`src/pme_defines.vh`:
```
// Offsets, field positions, reset values and counts for the PM1 event registers
`ifndef PME_DEFINES_VH
`define PME_DEFINES_VH

// ********************************************
// Register offsets from the block base
// ********************************************
`define PME_OFS_STATUS_WAKE 4'h1
`define PME_OFS_ENABLE_LOW 4'h2
`define PME_OFS_ENABLE_HIGH 4'h3
`define PME_OFS_CONTROL_LOW 4'h4

// ********************************************
// Field positions
// ********************************************
`define PME_BIT_WAKE_STATUS 7
`define PME_BIT_TIMER_CARRY_ENABLE 0
`define PME_BIT_GLOBAL_EVENT_ENABLE 5
`define PME_BIT_EVENT_ROUTE_SELECT 0
`define PME_BIT_BUSMASTER_RELOAD_ENABLE 1
`define PME_BIT_GLOBAL_RELEASE 2

// ********************************************
// Reset values
// ********************************************
`define PME_RST_STATUS_WAKE 8'h00
`define PME_RST_ENABLE_LOW 8'h00
`define PME_RST_ENABLE_HIGH 8'h00
`define PME_RST_CONTROL_LOW 8'h00

// ********************************************
// Writable masks and counts
// ********************************************
`define PME_MASK_ENABLE_LOW 8'h21
`define PME_MASK_CONTROL_LOW 8'h07
`define PME_SYNC_STAGES 3

`endif

```
`src/pme_sync.v`:
```
// Three-stage pin synchroniser with agreement filter
module pme_sync #(
  parameter RESET_VALUE = 1'b0
) (
  input wire i_clk,
  input wire i_rstn,
  input wire i_pin,
  output reg o_level
);

  reg s1_q;
  reg s2_q;
  reg s3_q;

  // ********************************************
  // Capture chain
  // ********************************************
  // Stage one feeds only stage two; filtering starts at stages two and three
  always @(posedge i_clk) begin
    if (!i_rstn) begin
      s1_q <= RESET_VALUE;
      s2_q <= RESET_VALUE;
      s3_q <= RESET_VALUE;
      o_level <= RESET_VALUE;
    end else begin
      s1_q <= i_pin;
      s2_q <= s1_q;
      s3_q <= s2_q;
      if (s2_q == s3_q) begin
        o_level <= s3_q;
      end
    end
  end

endmodule

```
`src/pme_regs.v`:
```
// PM1 event, enable and control registers with sleep/work sequencing
`include "pme_defines.vh"

module pme_regs #(
  parameter ADDR_W = 10
) (
  input wire I_CLK,
  input wire I_RSTN,
  input wire [ADDR_W-1:0] I_BASE,
  input wire [ADDR_W-1:0] I_ADDR,
  input wire I_IOR,
  input wire I_IOW,
  input wire [7:0] I_WDATA,
  input wire I_RESUME_EVENT,
  input wire I_RESUME_ENABLE,
  input wire I_STANDBY_EXPIRED,
  input wire I_ALL_DEV_SLEEPING,
  input wire I_TMR_MSB,
  input wire I_TIMER_STATUS_CLR,
  input wire I_GLOBAL_STATUS_CLR,
  input wire I_FIRMWARE_RELEASE_SET,
  input wire I_FIRMWARE_STATUS_CLR,
  input wire I_FIRMWARE_EVENT_ENABLE,
  input wire I_LEGACY_EVENT_ENABLE,
  input wire I_BUSMASTER_CONTROL_SET,
  input wire I_BUSMASTER_STATUS_CLR,
  output reg [7:0] O_RDATA,
  output reg O_RDATA_VLD,
  output reg O_SCI,
  output reg O_SMI,
  output reg O_WAKE_STATUS,
  output reg O_SLEEPING,
  output reg O_TIMER_CARRY_STATUS,
  output reg O_GLOBAL_EVENT_STATUS,
  output reg O_FIRMWARE_RELEASE,
  output reg O_FIRMWARE_EVENT_STATUS,
  output reg O_BUSMASTER_CONTROL,
  output reg O_BUSMASTER_STATUS
);

  // ********************************************
  // States of the sleep/work machine
  // ********************************************
  localparam [1:0] ST_WORKING = 2'b01;
  localparam [1:0] ST_SLEEPING = 2'b10;

  // ********************************************
  // Declarations
  // ********************************************
  reg [1:0] state_q;
  reg [1:0] state_d;
  reg wake_status_q;
  reg wake_status_d;
  reg [7:0] enable_low_q;
  reg [7:0] control_low_q;
  reg timer_status_q;
  reg global_status_q;
  reg fw_release_q;
  reg fw_status_q;
  reg bm_control_q;
  reg bm_status_q;
  reg tmr_prev_q;
  reg tmr_seen_q;
  reg resume_prev_q;
  reg [7:0] rdata_d;
  reg rd_hit;
  wire resume_level;
  wire block_hit;
  wire [3:0] offset;
  wire wr_status_wake;
  wire wr_enable_low;
  wire wr_control_low;
  wire resume_edge;
  wire tmr_toggle;
  wire release_rise;
  wire pm_event;
  wire fw_event;
  wire route_sci;

  // ********************************************
  // Resume pin synchroniser
  // ********************************************
  pme_sync #(
    .RESET_VALUE(1'b0)
  ) u_resume_sync (
    .i_clk(I_CLK),
    .i_rstn(I_RSTN),
    .i_pin(I_RESUME_EVENT),
    .o_level(resume_level)
  );

  // ********************************************
  // Address decode
  // ********************************************
  // Base is 16-byte aligned, so only the upper bits are compared
  assign block_hit = (I_ADDR[ADDR_W-1:4] == I_BASE[ADDR_W-1:4]);
  assign offset = I_ADDR[3:0];
  assign wr_status_wake = I_IOW && block_hit && (offset == `PME_OFS_STATUS_WAKE);
  assign wr_enable_low = I_IOW && block_hit && (offset == `PME_OFS_ENABLE_LOW);
  assign wr_control_low = I_IOW && block_hit && (offset == `PME_OFS_CONTROL_LOW);

  // ********************************************
  // Event detection
  // ********************************************
  assign resume_edge = resume_level && !resume_prev_q;
  // First sample after reset only primes the history, so no false carry
  assign tmr_toggle = tmr_seen_q && (I_TMR_MSB != tmr_prev_q);
  assign release_rise = wr_control_low && I_WDATA[`PME_BIT_GLOBAL_RELEASE]
    && !control_low_q[`PME_BIT_GLOBAL_RELEASE];

  always @(posedge I_CLK) begin
    if (!I_RSTN) begin
      resume_prev_q <= 1'b0;
      tmr_prev_q <= 1'b0;
      tmr_seen_q <= 1'b0;
    end else begin
      resume_prev_q <= resume_level;
      tmr_prev_q <= I_TMR_MSB;
      tmr_seen_q <= 1'b1;
    end
  end

  // ********************************************
  // Wake status and sleep/work machine
  // ********************************************
  always @* begin
    wake_status_d = wake_status_q;
    state_d = state_q;
    if (wr_status_wake && I_WDATA[`PME_BIT_WAKE_STATUS]) begin
      wake_status_d = 1'b0;
    end
    if (I_STANDBY_EXPIRED) begin
      wake_status_d = 1'b0;
    end
    case (state_q)
      ST_WORKING: begin
        if (!wake_status_q && I_ALL_DEV_SLEEPING) begin
          state_d = ST_SLEEPING;
        end
      end
      ST_SLEEPING: begin
        // Set beats a clear arriving in the same cycle
        if (resume_edge && I_RESUME_ENABLE) begin
          wake_status_d = 1'b1;
          state_d = ST_WORKING;
        end
      end
      default: begin
        state_d = ST_WORKING;
      end
    endcase
  end

  always @(posedge I_CLK) begin
    if (!I_RSTN) begin
      state_q <= ST_WORKING;
      wake_status_q <= 1'b0;
    end else begin
      state_q <= state_d;
      wake_status_q <= wake_status_d;
    end
  end

  // ********************************************
  // Enable and control registers
  // ********************************************
  always @(posedge I_CLK) begin
    if (!I_RSTN) begin
      enable_low_q <= `PME_RST_ENABLE_LOW;
      control_low_q <= `PME_RST_CONTROL_LOW;
    end else begin
      if (wr_enable_low) begin
        enable_low_q <= I_WDATA & `PME_MASK_ENABLE_LOW;
      end
      if (wr_control_low) begin
        control_low_q <= I_WDATA & `PME_MASK_CONTROL_LOW;
      end
    end
  end

  // ********************************************
  // Event status bits
  // ********************************************
  // In every status bit a set arriving with its clear wins
  always @(posedge I_CLK) begin
    if (!I_RSTN) begin
      timer_status_q <= 1'b0;
      global_status_q <= 1'b0;
      fw_release_q <= 1'b0;
      fw_status_q <= 1'b0;
      bm_control_q <= 1'b0;
      bm_status_q <= 1'b0;
    end else begin
      if (tmr_toggle) begin
        timer_status_q <= 1'b1;
      end else if (I_TIMER_STATUS_CLR) begin
        timer_status_q <= 1'b0;
      end
      if (I_FIRMWARE_RELEASE_SET) begin
        fw_release_q <= 1'b1;
        global_status_q <= 1'b1;
      end else if (I_GLOBAL_STATUS_CLR) begin
        fw_release_q <= 1'b0;
        global_status_q <= 1'b0;
      end
      if (release_rise) begin
        fw_status_q <= 1'b1;
      end else if (I_FIRMWARE_STATUS_CLR) begin
        fw_status_q <= 1'b0;
      end
      if (I_BUSMASTER_CONTROL_SET) begin
        bm_control_q <= 1'b1;
        bm_status_q <= 1'b1;
      end else if (I_BUSMASTER_STATUS_CLR) begin
        bm_control_q <= 1'b0;
        bm_status_q <= 1'b0;
      end
    end
  end

  // ********************************************
  // Interrupt routing
  // ********************************************
  // Level outputs: they follow status, so they drop once software clears it
  assign pm_event =
    (enable_low_q[`PME_BIT_TIMER_CARRY_ENABLE] && timer_status_q) ||
    (enable_low_q[`PME_BIT_GLOBAL_EVENT_ENABLE] && global_status_q) ||
    (control_low_q[`PME_BIT_BUSMASTER_RELOAD_ENABLE] && bm_control_q);
  assign fw_event = fw_status_q && I_FIRMWARE_EVENT_ENABLE;
  assign route_sci = control_low_q[`PME_BIT_EVENT_ROUTE_SELECT];

  always @(posedge I_CLK) begin
    if (!I_RSTN) begin
      O_SCI <= 1'b0;
      O_SMI <= 1'b0;
    end else begin
      O_SCI <= route_sci && pm_event;
      O_SMI <= (!route_sci && I_LEGACY_EVENT_ENABLE && pm_event) || fw_event;
    end
  end

  // ********************************************
  // Read path
  // ********************************************
  always @* begin
    rdata_d = 8'h00;
    rd_hit = 1'b0;
    if (I_IOR && block_hit) begin
      case (offset)
        `PME_OFS_STATUS_WAKE: begin
          rd_hit = 1'b1;
          rdata_d[`PME_BIT_WAKE_STATUS] = wake_status_q;
        end
        `PME_OFS_ENABLE_LOW: begin
          rd_hit = 1'b1;
          rdata_d = enable_low_q;
        end
        `PME_OFS_ENABLE_HIGH: begin
          rd_hit = 1'b1;
          rdata_d = `PME_RST_ENABLE_HIGH;
        end
        `PME_OFS_CONTROL_LOW: begin
          rd_hit = 1'b1;
          rdata_d = control_low_q;
        end
        default: begin
          rd_hit = 1'b0;
        end
      endcase
    end
  end

  // ********************************************
  // Registered outputs
  // ********************************************
  always @(posedge I_CLK) begin
    if (!I_RSTN) begin
      O_RDATA <= 8'h00;
      O_RDATA_VLD <= 1'b0;
      O_WAKE_STATUS <= 1'b0;
      O_SLEEPING <= 1'b0;
      O_TIMER_CARRY_STATUS <= 1'b0;
      O_GLOBAL_EVENT_STATUS <= 1'b0;
      O_FIRMWARE_RELEASE <= 1'b0;
      O_FIRMWARE_EVENT_STATUS <= 1'b0;
      O_BUSMASTER_CONTROL <= 1'b0;
      O_BUSMASTER_STATUS <= 1'b0;
    end else begin
      O_RDATA <= rdata_d;
      O_RDATA_VLD <= rd_hit;
      O_WAKE_STATUS <= wake_status_q;
      O_SLEEPING <= (state_q == ST_SLEEPING);
      O_TIMER_CARRY_STATUS <= timer_status_q;
      O_GLOBAL_EVENT_STATUS <= global_status_q;
      O_FIRMWARE_RELEASE <= fw_release_q;
      O_FIRMWARE_EVENT_STATUS <= fw_status_q;
      O_BUSMASTER_CONTROL <= bm_control_q;
      O_BUSMASTER_STATUS <= bm_status_q;
    end
  end

endmodule

```
`config.mk`:
```
export PLATFORM = sky130hd
export DESIGN_NAME = pme_regs
export DESIGN_NICKNAME = d
export VERILOG_FILES = /design/src/pme_sync.v /design/src/pme_regs.v
export VERILOG_INCLUDE_DIRS = /design/src
export SDC_FILE = /design/constraint.sdc
export NUM_CORES = 1
export LEC_CHECK = 0
export ABC_AREA = 1
export BUFFER_PORTS_ARGS = -buffer_cell sky130_fd_sc_hd__buf_2
export CORE_MARGIN = 5
export CORE_UTILIZATION = 41
export CTS_CLUSTER_SIZE = 24
export DETAILED_ROUTE_END_ITERATION = 10
export GPL_ROUTABILITY_DRIVEN = 0
export HOLD_SLACK_MARGIN = 0.02
export PLACE_DENSITY = 0.75
export SLEW_MARGIN = 20
export SYNTH_ARGS = -nofsm -noshare
export SYNTH_HDL_FRONTEND = slang
export SYNTH_SLANG_ARGS = --single-unit
```
`constraint.sdc`:
```
create_clock -name I_CLK -period 1.05 [get_ports I_CLK]
set_clock_uncertainty 0.15 [all_clocks]
set_input_delay 0.105 -clock I_CLK [delete_from_list [all_inputs] [get_ports I_CLK]]
set_output_delay 0.105 -clock I_CLK [all_outputs]
set_load 0.02 [all_outputs]
```
==> results.py <==
metrics = {
    "yosys": {
        "cell_area_after_synthesis_mm2": 0.001363,
        "yosys_cell_types": 24,
        "seq_area_frac_synth_pct": 48.48,
        "post_synth_inst_count": 187,
        "yosys_reg_bits": 33,
        "post_syn_area_per_cell_um2": 7.286,
        "yosys_warnings": 0,
    },
    "die": {
        "floorplan.die_area_mm2": 0.004577,
        "y_dimension_of_the_die_um": 67.65,
        "initial_utilization_pct": 41.49,
        "core_area_mm2": 0.003284,
        "die_width_um": 67.65,
        "io-pin-count": 64,
        "num_rows": 21,
    },
    "place": {
        "detailed_place_hpwl_um": 2262,
        "place_worst_setup_slack_ns": -0.2300,
        "place.port_buffers": 53,
    },
    "layout": {
        "num-nets-final": 315,
        "drive_above_1_share_pct": 37.04,
        "n_antenna_cell": 0,
        "most-common-layout-cells": "50 x sky130_fd_sc_hd__nand2_1, 37 x sky130_fd_sc_hd__buf_2, 35 x sky130_fd_sc_hd__inv_1",
        "fill_cells": 271,
        "area_growth_syn_to_layout_pct": 53.90,
        "layout_commonest_cell": "sky130_fd_sc_hd__nand2_1",
    },
    "setup_path": {
        "crit_required_ns": 0.79,
        "worst-endpoint-arrival_ns": 0.79,
        "critical_path_buffer_and_inverter_count": 1,
        "critical-path-slowest-cell": "sky130_fd_sc_hd__dfxtp_2",
        "worstSetupEndpointType": "primary output",
        "r2r.worst_path.cells": 3,
        "critPathLaunchType": "register",
        "cpLargestDelayFamily": "flip-flops",
        "cp.depth": 1,
        "crit_start": "O_FIRMWARE_RELEASE",
        "timing.critical_path.fanout_max": 2,
        "setup.worst_path.class": "reg2out",
        "reg2reg_from": "tmr_prev_q",
        "cp_peak_stage_delay_ns": 0.36,
        "timing.critical_path.cells": "buf_6",
    },
    "routing": {
        "wl_per_cell_um": 10.05,
        "detailedRoute.firstIterationViolations": 43,
        "ant_nets": 0,
        "drtPass1Iterations": 4,
        "route.final.wire_length_um": 3176,
        "num_vias": 1322,
        "vias_per_cell": 4.184,
        "drc_errors": 0,
    },
    "worst_hold_path": {
        "hold_path_depth": 2,
        "worst_hold_path_type": "in2reg",
        "hp-start": "I_RSTN",
    },
    "timing": {
        "report.final.setup_viol": 0,
        "timing.hold.ws_ns": -0.09182,
        "grt_setup_unrepaired": "yes",
        "slew_violations": 0,
        "timing_hold_violations_final": 8,
        "period_minus_slack_ns": 1.049,
        "final.period_utilization_pct": 99.91,
        "layout_setup_ws_ns": 0.0009812,
        "achievable-frequency_mhz": 953.3,
        "fin_setup_tns_ns": 0,
    },
    "grt": {
        "grt_first_pass_wirelength_um": 4995,
        "via_count_of_the_first_global_routing_pass": 1242,
        "grt_usage_pct": 14.73,
        "antenna_found_initial": 0,
        "pin_count_of_the_biggest_net_entering_global_routing": 16,
        "grt_overflow": 0,
    },
    "run_status": {
        "outcome": "finished, violations left",
        "violations_in_the_final_reports": "hold timing",
    },
    "clocking": {
        "tritoncts": "done",
        "cts_buffer_depth": 2,
        "cts.sinks": 33,
        "cts_root_buf": "sky130_fd_sc_hd__clkbuf_4",
        "worst_skew_pair.late_latency_ns": 0.32,
        "cts.reportedPaths.clkPinSlew_ns": 0.10,
        "number_of_h_tree_levels": 2,
        "numCtsBuffers": 5,
        "post-cts-setup-buffer-count": 0,
    },
    "power": {
        "irDropWorstVdd_v": 0.0008152,
        "static-leakage-power_nw": 1.129,
        "power_per_cell_area_mw_per_mm2": 1109,
    },
    "job": {
        "cap_violations": 0,
    },
}
state kept, by name, summed over array words and instances, names as in the netlist, 2 cells and up:
name and count:
O_RDATA 5, state_q 2, enable_low_q 2, control_low_q 3
final timing paths:
kind	to	slack, ns
worst max-delay path	O_FIRMWARE_RELEASE	0.001
worst min-delay path	state_q[0]	-0.09
worst max register to register	timer_status_q	0.05
worst min register to register	u_resume_sync.s2_q	0.27
timing repair:
action / CTS / global route
hold endpoints to repair: 26 / 11
pin swaps: 0 / 1
hold buffers: 20 / 2
endpoints found under the setup margin: 15 / 27
gates resized for setup: 30 / 27
cloned: 0 / 0
metrics by stage:
| step | cell area, µm² | power (mW) | hold slack [ns] | std cells | util (%) |
|---|---|---|---|---|---|
| after floorplan | 1373 | 1.461 | -0.01728 | 189 | - |
| after CTS | 2038 | 2.340 | -0.1135 | 315 | 62.06 |
| after detailed placement | 1702 | 1.569 | 0.1420 | 288 | 51.81 |
| after global routing | 2097 | 2.459 | -0.1104 | 316 | 63.85 |
| final | 2097 | 2.325 | -0.09182 | 316 | 63.85 |
| after global placement | 1702 | 1.564 | 0.1408 | 288 | 51.81 |
routing by layer:
layer  GRT usage [%]  wire length (µm)
met1           15.52              1333
met2           26.49              1591
met3           5.491               216
met4           5.316                35
met5               0                 0
synth_stat cells (all sizes together):
library cell | count | share of area [%]
or2 | 2 | 0.92
dfxtp | 33 | 48
nand3b | 1 | 0.55
clkinv | 1 | 0.28
nor3 | 2 | 1.9
a21oi | 4 | 1.7
clkbuf | 1 | 0.28
nand3 | 12 | 5.1
conb | 1 | 0.28
o21bai | 2 | 1.1
buf | 6 | 3.1
o21ai | 6 | 2.2
nand4 | 3 | 1.4
nor2 | 26 | 8.4
inv | 36 | 9.9
nand2 | 51 | 14
final cells by class:
cell class	count	area, µm²	share of cell area, %
timing repair buffer	81	634.4	30.25
inverter	37	138.9	6.623
sequential	33	684.4	32.64
multi-input combinational	112	526.8	25.12
clock buffer	7	55.05	2.625
tap	46	57.56	2.745
cell families (layout without fill, tap and decap cells):
kind of cell,Yosys count,after routing,synth area share (%)
simple gates,97,97,32.60
buf+inv,44,125,13.59
compound gates,12,12,5.050
other cells,1,3,0.2752
flops,33,33,48.48
where the power goes:
part	total [mW]	leakage, nW	internal, mW	switching (mW)
clock network	0.705	0.0314	0.316	0.389
registers	1.30	0.278	1.28	0.0139
logic	0.325	0.820	0.175	0.151
total	2.33	1.13	1.77	0.553
Power figures use the tool's default switching activity.
